<file path="src/pkg/fwd_pkg.sv">
// forwarding-mode control package: register map, fields, reset values, enums
// assumes a 32-bit axi4-lite register bus, one word per register
package fwd_pkg;
  localparam int NUM_RX = 4;
  localparam int NUM_OUT = 2;
  localparam int ADDR_W = 8;
  // printed offsets are not all multiples of four: index, byte address = 4 x index
  localparam logic [ADDR_W-1:0] FWD_PORT_CTL_IDX = 8'h20;
  localparam logic [ADDR_W-1:0] FWD_MODE_CTL_IDX = 8'h21;
  localparam logic [ADDR_W-1:0] FWD_STATE_IDX = 8'h22;
  localparam logic [7:0] FWD_PORT_CTL_RST = 8'hf0;
  localparam logic [7:0] FWD_MODE_CTL_RST = 8'h03;
  localparam int MAP_LSB = 0;
  localparam int DIS_LSB = 4;
  localparam int RR0_BIT = 0;
  localparam int RR1_BIT = 1;
  localparam int SYNC0_LSB = 2;
  localparam int SYNC1_LSB = 4;
  localparam int AS_AVAIL_BIT = 6;
  localparam int REPL_BIT = 7;
  localparam logic [1:0] AXI_OKAY = 2'b00;
  localparam logic [1:0] AXI_SLVERR = 2'b10;

  typedef enum logic [1:0] {
    SYNC_OFF = 2'b00,
    SYNC_BASIC = 2'b01,
    SYNC_INTERLEAVE = 2'b10,
    SYNC_CONCAT = 2'b11
  } sync_mode_e;

  typedef enum logic [1:0] {
    FWD_IDLE = 2'b00,
    FWD_ROTATE = 2'b01,
    FWD_SYNC = 2'b11
  } fwd_kind_e;
endpackage

</file>
<file path="src/pkg/fwd_cfg_if.sv">
// configuration bundle from the register file to the forwarding engines
// assumes one clock domain, no clocking block
`timescale 1ns/1ps
interface fwd_cfg_if;
  logic [fwd_pkg::NUM_RX-1:0] port_en;
  logic [fwd_pkg::NUM_RX-1:0] port_map;
  logic rot_en;
  fwd_pkg::sync_mode_e sync_mode;
  logic send_when_ready;
  modport src (output port_en, port_map, rot_en, sync_mode, send_when_ready);
  modport dst (input port_en, port_map, rot_en, sync_mode, send_when_ready);
endinterface

</file>
<file path="src/logic/fwd_engine.sv">
// one output's forwarding engine: picks which receive port sends the next item
// assumes line requests and packet kind come from logic on the same clock
`timescale 1ns/1ps
module fwd_engine #(
  parameter int OUT_IDX = 0
) (
  input wire logic clk_i,
  input wire logic rst_n_i,
  fwd_cfg_if.dst cfg,
  input wire logic [fwd_pkg::NUM_RX-1:0] line_rdy_i,
  input wire logic [fwd_pkg::NUM_RX-1:0] line_long_i,
  input wire logic out_rdy_i,
  output logic [fwd_pkg::NUM_RX-1:0] grant_o,
  output logic synced_o
);
  import fwd_pkg::*;

  typedef struct packed {
    logic [NUM_RX-1:0] grant;
    logic [NUM_RX-1:0] last;
    logic synced;
  } eng_s;

  eng_s q, d;
  logic [NUM_RX-1:0] mine, cand, all_rdy, pick;
  logic gate_all;
  logic [2*NUM_RX-1:0] dbl;

  always_comb begin
    d = q;
    for (int i = 0; i < NUM_RX; i++) begin
      mine[i] = cfg.port_en[i] && (cfg.port_map[i] == OUT_IDX[0]);
    end
    all_rdy = mine & line_rdy_i;
    // wait on all ports unless send-when-ready covers this packet
    gate_all = (cfg.sync_mode != SYNC_OFF) && !cfg.rot_en &&
      ((cfg.sync_mode == SYNC_CONCAT) || !cfg.send_when_ready || ((mine & ~line_long_i) != '0));
    if (gate_all && (all_rdy != mine)) begin
      cand = '0;
    end else begin
      cand = all_rdy;
    end
    if (!cfg.rot_en && cfg.sync_mode == SYNC_OFF) begin
      cand = '0;
    end
    // rotating priority starting after the last served port
    // low copy: ports above the last one; high copy: every port, so rotation wraps
    dbl = {cand, cand & ~(q.last | (q.last - 1'b1))};
    pick = '0;
    for (int i = 2 * NUM_RX - 1; i >= 0; i--) begin
      if (dbl[i]) begin
        pick = '0;
        pick[i % NUM_RX] = 1'b1;
      end
    end
    d.grant = '0;
    if (out_rdy_i && cand != '0) begin
      d.grant = pick;
      d.last = pick;
    end
    d.synced = gate_all && (mine != '0) && (all_rdy == mine);
  end

  always_ff @(posedge clk_i or negedge rst_n_i) begin
    if (!rst_n_i) begin
      q <= '{grant: '0, last: {1'b1, {(NUM_RX-1){1'b0}}}, synced: 1'b0};
    end else begin
      q <= d;
    end
  end

  assign grant_o = q.grant;
  assign synced_o = q.synced;
endmodule

</file>
<file path="src/logic/fwd_mode_regs.sv">
// axi4-lite slave holding forwarding control registers
// assumes one write and one read outstanding at most
`timescale 1ns/1ps
module fwd_mode_regs (
  input wire logic clk_i,
  input wire logic rst_n_i,
  input wire logic [fwd_pkg::ADDR_W+1:0] awaddr_i,
  input wire logic awvalid_i,
  output logic awready_o,
  input wire logic [31:0] wdata_i,
  input wire logic [3:0] wstrb_i,
  input wire logic wvalid_i,
  output logic wready_o,
  output logic [1:0] bresp_o,
  output logic bvalid_o,
  input wire logic bready_i,
  input wire logic [fwd_pkg::ADDR_W+1:0] araddr_i,
  input wire logic arvalid_i,
  output logic arready_o,
  output logic [31:0] rdata_o,
  output logic [1:0] rresp_o,
  output logic rvalid_o,
  input wire logic rready_i,
  input wire logic [fwd_pkg::NUM_OUT-1:0] synced_i,
  output logic [7:0] port_ctl_o,
  output logic [7:0] mode_ctl_o
);
  import fwd_pkg::*;

  typedef struct packed {
    logic aw_got;
    logic [ADDR_W-1:0] aw_idx;
    logic w_got;
    logic [7:0] w_byte;
    logic w_lane;
    logic bvalid;
    logic [1:0] bresp;
    logic rvalid;
    logic [31:0] rdata;
    logic [1:0] rresp;
    logic [7:0] port_ctl;
    logic [7:0] mode_ctl;
    logic aw_rdy;
    logic w_rdy;
    logic ar_rdy;
  } regs_s;

  regs_s q, d;
  logic [ADDR_W-1:0] ridx;

  always_comb begin
    d = q;
    ridx = araddr_i[ADDR_W+1:2];
    if (awvalid_i && q.aw_rdy) begin
      d.aw_got = 1'b1;
      d.aw_idx = awaddr_i[ADDR_W+1:2];
    end
    if (wvalid_i && q.w_rdy) begin
      d.w_got = 1'b1;
      d.w_byte = wdata_i[7:0];
      d.w_lane = wstrb_i[0];
    end
    if (q.aw_got && q.w_got) begin
      d.aw_got = 1'b0;
      d.w_got = 1'b0;
      d.bvalid = 1'b1;
      d.bresp = AXI_OKAY;
      if (q.aw_idx == FWD_PORT_CTL_IDX) begin
        if (q.w_lane) d.port_ctl = q.w_byte;
      end else if (q.aw_idx == FWD_MODE_CTL_IDX) begin
        if (q.w_lane) d.mode_ctl = q.w_byte;
      end else if (q.aw_idx != FWD_STATE_IDX) begin
        d.bresp = AXI_SLVERR;
      end
    end
    if (q.bvalid && bready_i) begin
      d.bvalid = 1'b0;
    end
    if (arvalid_i && q.ar_rdy) begin
      d.rvalid = 1'b1;
      d.rresp = AXI_OKAY;
      d.rdata = '0;
      case (ridx)
        FWD_PORT_CTL_IDX: d.rdata[7:0] = q.port_ctl;
        FWD_MODE_CTL_IDX: d.rdata[7:0] = q.mode_ctl;
        FWD_STATE_IDX: d.rdata[NUM_OUT-1:0] = synced_i;
        default: d.rresp = AXI_SLVERR;
      endcase
    end else if (q.rvalid && rready_i) begin
      d.rvalid = 1'b0;
    end
    // readies held in flops so the bus outputs come straight from state
    d.aw_rdy = !d.aw_got && !d.bvalid;
    d.w_rdy = !d.w_got && !d.bvalid;
    d.ar_rdy = !d.rvalid;
  end

  always_ff @(posedge clk_i or negedge rst_n_i) begin
    if (!rst_n_i) begin
      q <= '{port_ctl: FWD_PORT_CTL_RST, mode_ctl: FWD_MODE_CTL_RST, default: '0};
    end else begin
      q <= d;
    end
  end

  assign awready_o = q.aw_rdy;
  assign wready_o = q.w_rdy;
  assign bvalid_o = q.bvalid;
  assign bresp_o = q.bresp;
  assign arready_o = q.ar_rdy;
  assign rvalid_o = q.rvalid;
  assign rdata_o = q.rdata;
  assign rresp_o = q.rresp;
  assign port_ctl_o = q.port_ctl;
  assign mode_ctl_o = q.mode_ctl;
endmodule

</file>
<file path="src/logic/fwd_mode_ctrl.sv">
// top of forwarding-mode control: registers, two engines, output steering
// assumes line-ready and packet-kind inputs come from same-clock receive logic
//
// Implementation choice: the AXI4-Lite register port.
`timescale 1ns/1ps
// What this block does
// - With replicate set, output 1 carries exactly the stream produced for output 0.
// - In synchronized mode without send-when-ready, a line waits until every enabled port mapped to that output is ready.
// - With send-when-ready set, each port's line goes as soon as it is ready, on both outputs.
// - Send-when-ready is ignored in concatenation and never affects sync packets.
// - Bits 5:4 pick output 1's synchronized mode: off, basic, interleave, concatenate.
// - Bits 3:2 pick output 0's synchronized mode with the same encoding.
// - Bit 1 enables rotating best-effort forwarding on output 1.
// - Bit 0 enables rotating best-effort forwarding on output 0.
// - Best-effort mode does not synchronize and serves ready sources in rotation.
// - After reset the mode register reads 0x03: rotation on, everything else off.
// - A port forwards only while its disable bit is clear; all disables reset set.
// - A per-port map bit sends the port to output 0 when clear, output 1 when set.
module fwd_mode_ctrl (
  input wire logic ref_clk_i,
  input wire logic rst_n_i,
  input wire logic [fwd_pkg::ADDR_W+1:0] s_axi_awaddr_i,
  input wire logic s_axi_awvalid_i,
  output logic s_axi_awready_o,
  input wire logic [31:0] s_axi_wdata_i,
  input wire logic [3:0] s_axi_wstrb_i,
  input wire logic s_axi_wvalid_i,
  output logic s_axi_wready_o,
  output logic [1:0] s_axi_bresp_o,
  output logic s_axi_bvalid_o,
  input wire logic s_axi_bready_i,
  input wire logic [fwd_pkg::ADDR_W+1:0] s_axi_araddr_i,
  input wire logic s_axi_arvalid_i,
  output logic s_axi_arready_o,
  output logic [31:0] s_axi_rdata_o,
  output logic [1:0] s_axi_rresp_o,
  output logic s_axi_rvalid_o,
  input wire logic s_axi_rready_i,
  input wire logic [fwd_pkg::NUM_RX-1:0] line_rdy_i,
  input wire logic [fwd_pkg::NUM_RX-1:0] line_long_i,
  input wire logic [fwd_pkg::NUM_OUT-1:0] out_rdy_i,
  output logic [fwd_pkg::NUM_RX-1:0] out0_grant_o,
  output logic [fwd_pkg::NUM_RX-1:0] out1_grant_o,
  output logic out1_is_copy_o,
  output logic [fwd_pkg::NUM_OUT-1:0] synced_o,
  output logic [1:0] out0_kind_o,
  output logic [1:0] out1_kind_o
);
  import fwd_pkg::*;

  // ----------------------------------------
  // reset release
  // ----------------------------------------
  typedef struct packed {
    logic [NUM_RX-1:0] g0;
    logic [NUM_RX-1:0] g1;
    logic copy;
    logic [NUM_OUT-1:0] synced;
    fwd_kind_e k0;
    fwd_kind_e k1;
  } top_s;

  top_s q, d;
  // synchroniser kept apart: it is the only state on the raw reset
  logic [1:0] rst_sync_q;
  logic rst_n;

  always_ff @(posedge ref_clk_i or negedge rst_n_i) begin
    if (!rst_n_i) begin
      rst_sync_q <= 2'b00;
    end else begin
      rst_sync_q <= {rst_sync_q[0], 1'b1};
    end
  end
  assign rst_n = rst_sync_q[1];

  // ----------------------------------------
  // registers
  // ----------------------------------------
  logic [7:0] port_ctl, mode_ctl;
  logic [NUM_OUT-1:0] eng_synced;
  logic [NUM_RX-1:0] eng_grant [NUM_OUT];

  fwd_mode_regs u_regs (
    .clk_i(ref_clk_i),
    .rst_n_i(rst_n),
    .awaddr_i(s_axi_awaddr_i),
    .awvalid_i(s_axi_awvalid_i),
    .awready_o(s_axi_awready_o),
    .wdata_i(s_axi_wdata_i),
    .wstrb_i(s_axi_wstrb_i),
    .wvalid_i(s_axi_wvalid_i),
    .wready_o(s_axi_wready_o),
    .bresp_o(s_axi_bresp_o),
    .bvalid_o(s_axi_bvalid_o),
    .bready_i(s_axi_bready_i),
    .araddr_i(s_axi_araddr_i),
    .arvalid_i(s_axi_arvalid_i),
    .arready_o(s_axi_arready_o),
    .rdata_o(s_axi_rdata_o),
    .rresp_o(s_axi_rresp_o),
    .rvalid_o(s_axi_rvalid_o),
    .rready_i(s_axi_rready_i),
    .synced_i(q.synced),
    .port_ctl_o(port_ctl),
    .mode_ctl_o(mode_ctl)
  );

  // ----------------------------------------
  // per-output engines
  // ----------------------------------------
  logic [NUM_OUT-1:0] rot_bits;
  logic [1:0] sync_sel [NUM_OUT];
  logic repl;

  assign rot_bits = {mode_ctl[RR1_BIT], mode_ctl[RR0_BIT]};
  assign sync_sel[0] = mode_ctl[SYNC0_LSB+:2];
  assign sync_sel[1] = mode_ctl[SYNC1_LSB+:2];
  assign repl = mode_ctl[REPL_BIT];

  generate
    for (genvar o = 0; o < NUM_OUT; o++) begin : g_out
      fwd_cfg_if cfg ();
      assign cfg.port_en = ~port_ctl[DIS_LSB+:NUM_RX];
      // under replicate every port feeds output 0
      assign cfg.port_map = repl ? '0 : port_ctl[MAP_LSB+:NUM_RX];
      assign cfg.rot_en = rot_bits[o];
      assign cfg.sync_mode = sync_mode_e'(sync_sel[o]);
      assign cfg.send_when_ready = mode_ctl[AS_AVAIL_BIT];
      fwd_engine #(
        .OUT_IDX(o)
      ) u_eng (
        .clk_i(ref_clk_i),
        .rst_n_i(rst_n),
        .cfg(cfg),
        .line_rdy_i(line_rdy_i),
        .line_long_i(line_long_i),
        .out_rdy_i(o == 0 && repl ? &out_rdy_i : out_rdy_i[o]),
        .grant_o(eng_grant[o]),
        .synced_o(eng_synced[o])
      );
    end
  endgenerate

  // ----------------------------------------
  // output steering
  // ----------------------------------------
  function automatic fwd_kind_e kind_of(input logic rot, input logic [1:0] sel);
    if (rot) begin
      return FWD_ROTATE;
    end else if (sel != SYNC_OFF) begin
      return FWD_SYNC;
    end
    return FWD_IDLE;
  endfunction

  always_comb begin
    d = q;
    d.g0 = eng_grant[0];
    d.copy = repl;
    d.k0 = kind_of(rot_bits[0], sync_sel[0]);
    d.synced[0] = eng_synced[0];
    if (repl) begin
      d.g1 = eng_grant[0];
      d.k1 = d.k0;
      d.synced[1] = eng_synced[0];
    end else begin
      d.g1 = eng_grant[1];
      d.k1 = kind_of(rot_bits[1], sync_sel[1]);
      d.synced[1] = eng_synced[1];
    end
  end

  always_ff @(posedge ref_clk_i or negedge rst_n) begin
    if (!rst_n) begin
      q <= '{g0: '0, g1: '0, copy: 1'b0, synced: '0, k0: FWD_IDLE, k1: FWD_IDLE};
    end else begin
      q <= d;
    end
  end

  assign out0_grant_o = q.g0;
  assign out1_grant_o = q.g1;
  assign out1_is_copy_o = q.copy;
  assign synced_o = q.synced;
  assign out0_kind_o = q.k0;
  assign out1_kind_o = q.k1;
endmodule

</file>
<file path="config.mk">
export PLATFORM = sky130hd
export DESIGN_NAME = fwd_mode_ctrl
export DESIGN_NICKNAME = d
export VERILOG_FILES = /design/src/pkg/fwd_pkg.sv /design/src/pkg/fwd_cfg_if.sv /design/src/logic/fwd_engine.sv /design/src/logic/fwd_mode_regs.sv /design/src/logic/fwd_mode_ctrl.sv
export SDC_FILE = /design/constraint.sdc
export NUM_CORES = 1
export LEC_CHECK = 0
export ABC_AREA = 1
export BUFFER_PORTS_ARGS = -buffer_cell sky130_fd_sc_hd__buf_2
export CAP_MARGIN = 20
export CORE_MARGIN = 10
export CORE_UTILIZATION = 40
export DETAILED_ROUTE_END_ITERATION = 8
export GPL_ROUTABILITY_DRIVEN = 0
export PLACE_DENSITY = 0.65
export SYNTH_ARGS = -nofsm -noshare
export SYNTH_HDL_FRONTEND = slang
export SYNTH_SLANG_ARGS = --single-unit
</file>
<file path="constraint.sdc">
create_clock -name ref_clk_i -period 2.9 [get_ports ref_clk_i]
set_input_delay 0.87 -clock ref_clk_i [delete_from_list [all_inputs] [get_ports ref_clk_i]]
set_output_delay 0.87 -clock ref_clk_i [all_outputs]
set_load 0.01 [all_outputs]
</file>
==> run summary <==
# rows = 36
GR Overflow Total = 0
Insertion delay to the later sink of the worst-skew pair = 350 ps
Outcome = complete, no violations
Area of the multi-input gates = 1479 um^2
Fin. Hold Viols = 0
RSZ-0062 raised after global routing = false
Setup_tns = 0 ps
Max Cap Viol = 0
Iter 0 DRT Violations = 216
Diode count = 0
Ranking of synthesized cells by area = dfrtp_1, nand2_1, buf_4, inv_1, dfstp_2
Max Fanout on Critical Path = 13
Layout cells sized above 1 = 21.47%
Area fraction in compound gates after synthesis = 7.286%
Chip Width = 120.9 um
Initial antenna violation count = 0
Relative slew slack = 56.28%
Post-synth top cells = nand2_1, dfrtp_1, inv_1, nor2_1, buf_4
Vias after detailed routing = 3189
Area grow syn2layout = 13.40%
Worst Hold Class = register to asynchronous set/reset pin
Vias in the first global route = 3210
# DRC = 0
Power density over the cells = 636.4 nW/um^2
Area leader, netlist = dfrtp_1
Largest family of logic cells by synthesized area = simple AND/OR/NAND/NOR gates
Sink Count = 85
Top cell type's share of synthesized area = 47.34%
Syn avg cell area = 8.358 um^2
Crit. End Element = register
Finished Core Util = 46.79%
Cts repair resizes = 0
Mux share of post-synthesis cell area = 2.213%
Xor-xnor portion of the synthesized cell area = 0%
Sequential Area = 2141 um^2
Height of the die = 120.9 um
Die area = 14610 um^2
Synth warn = 0
CORE AREA = 9864 um^2
VDD IR max = 402.5 uV
H-tree levels = 3
Critical Path AT = 2530 ps
Clk slew on worst S/H paths = 90 ps
Total Power = 2.937 mW
Final period utilization = 78.72%
Largest net degree at the start of global routing = 84
Commonest register cell after synthesis = dfrtp_1
Post-CTS Setup Inserts = 0
Post-detail-place hpwl = 6784 um
Starting density of the core = 41.26%
Wire per inst = 13.10 um
Count of final setup violators = 0
Count leader, synth = nand2_1
First-pass GRT wire length = 15060 um
Post-synth EDFFs = 0
Synthesized area = 4070 um^2
Total track usage = 12.59%
Slew Limit Fails = 0
Least-Margin Pin Slew = 655.8 ps
Highest Clock Rate = 438.0 MHz
Cts bufs inserted = 9
Req. time, crit path = 3150 ps
Hold buffers post-CTS = 0
CTS root buf = clkbuf_8
CTS tree = yes
Filler cells = 951
FFs w/ async S/R, synth = 100.0%
# port buffers = 71
Vias/cell = 4.608
Synth unique cells = 31
Final Skew = 11.61 ps
IO Count = 129
LEAKAGE = 2.604 nW
Pre-antenna DRT Iters = 4
Worst setup path class = register to register
Simple-gate area share of the yosys netlist = 24.35%
Antenna Nets Post-Route = 0
Adder-cell share of the synthesized area = 0%
Syn Inst Count = 487
Nets = 627
Final wirelength = 9062 um
Seq cells post-synth = 85
Type of origin of the critical path = register
Crit path time final = 2283 ps
Post-synthesis sequential area ratio = 52.51%
Max Buffers Root-to-Sink = 2
state kept, by name, indices dropped and copies added (netlist names), 4 cells and up:
register             flops
u_regs.port_ctl_o        8
g_out.u_eng.q            8
out0_grant_o             4
u_regs.q                19
out1_grant_o             4
u_regs.mode_ctl_o        8
u_regs.rdata_o           8
g_out.u_eng.grant_o      8
placed cells by master (no fill, tap or decap), drive strengths merged, types with 2 or more instances in the layout:
| cell | n |
|---|---|
| a21oi | 17 |
| nand2 | 138 |
| clkinvlp | 2 |
| o21ai | 26 |
| inv | 65 |
| nor2 | 45 |
| a211oi | 2 |
| nand3 | 27 |
| dfrtp | 77 |
| mux2 | 8 |
| buf | 73 |
| o22ai | 6 |
| o221ai | 2 |
| nor3 | 9 |
| clkinv | 4 |
| nand3b | 4 |
| clkbuf | 10 |
| nand4 | 5 |
| conb | 27 |
| dfstp | 8 |
area by class of cell:
type | instances | area share, %
repair buffers | 73 | 8.458
well taps | 133 | 3.605
multi-input cells | 319 | 32.04
inverters | 66 | 5.367
flip-flops and latches | 85 | 46.38
clock inverters | 6 | 1.382
clock buffers | 10 | 2.765
path summary, 6_finish.rpt:
check / startpoint / end / slack, ps / cells past startpoint
max: u_regs.mode_ctl_o[7] / g_out[0].u_eng.q[3] / 620 / 13
min: rst_sync_q[1] / u_regs.q[69] / 160 / 0
max reg2reg: u_regs.mode_ctl_o[7] / g_out[0].u_eng.q[3] / 620 / 13
min reg2reg: rst_sync_q[1] / u_regs.q[69] / 160 / 0
max in group asynchronous: rst_sync_q[1] / u_regs.port_ctl_o[4] / 2120 / 1
min in group ref_clk_i: rst_sync_q[0] / rst_sync_q[1] / 360 / 0
kinds of logic (layout without fill, tap and decap cells):
family | Yosys count | after routing
buf+inv | 108 | 155
other cells | 2 | 27
compound gates | 54 | 54
flops | 85 | 85
simple gates | 230 | 230
mux | 8 | 8
routing by layer:
layer  share of wire [%]  GRT usage [%]  up-vias
met1                  45          15.73     1454
met3                 9.6          4.141       11
met5                   0              0        -
li1                    -              -     1602
met2                  44          19.42      122
met4                 1.4          5.505        0
critical path, cell delays in order (launching register included):
cell and delay, ps:
dfrtp_1 770, inv_2 190, nand2_1 130, nand2_1 90
nor2_1 110, nor2_1 60, nand2_1 90, nand3_2 160
o21ai_2 150, nand2_1 90, nand2_2 150, nor2_1 60
nand2_1 80, nand2_1 60
power by group:
| part | switching, mW | leakage, nW | internal (mW) |
|---|---|---|---|
| clock network | 0.424 | 0.0923 | 0.397 |
| logic | 0.382 | 1.43 | 0.236 |
| registers | 0.105 | 1.09 | 1.39 |
through the flow:
stage               cells  area, um^2  setup WS, ps  hold slack (ps)
floorplan             512        4164         371.2            331.2
CTS                   691        4588         657.8            267.2
finish                692        4616         617.0            158.0
detailed placement    675        4397         660.4            340.2
global route          692        4616         401.0            166.1
global placement      675        4397         708.9            338.7
Power figures use the tool's default switching activity.
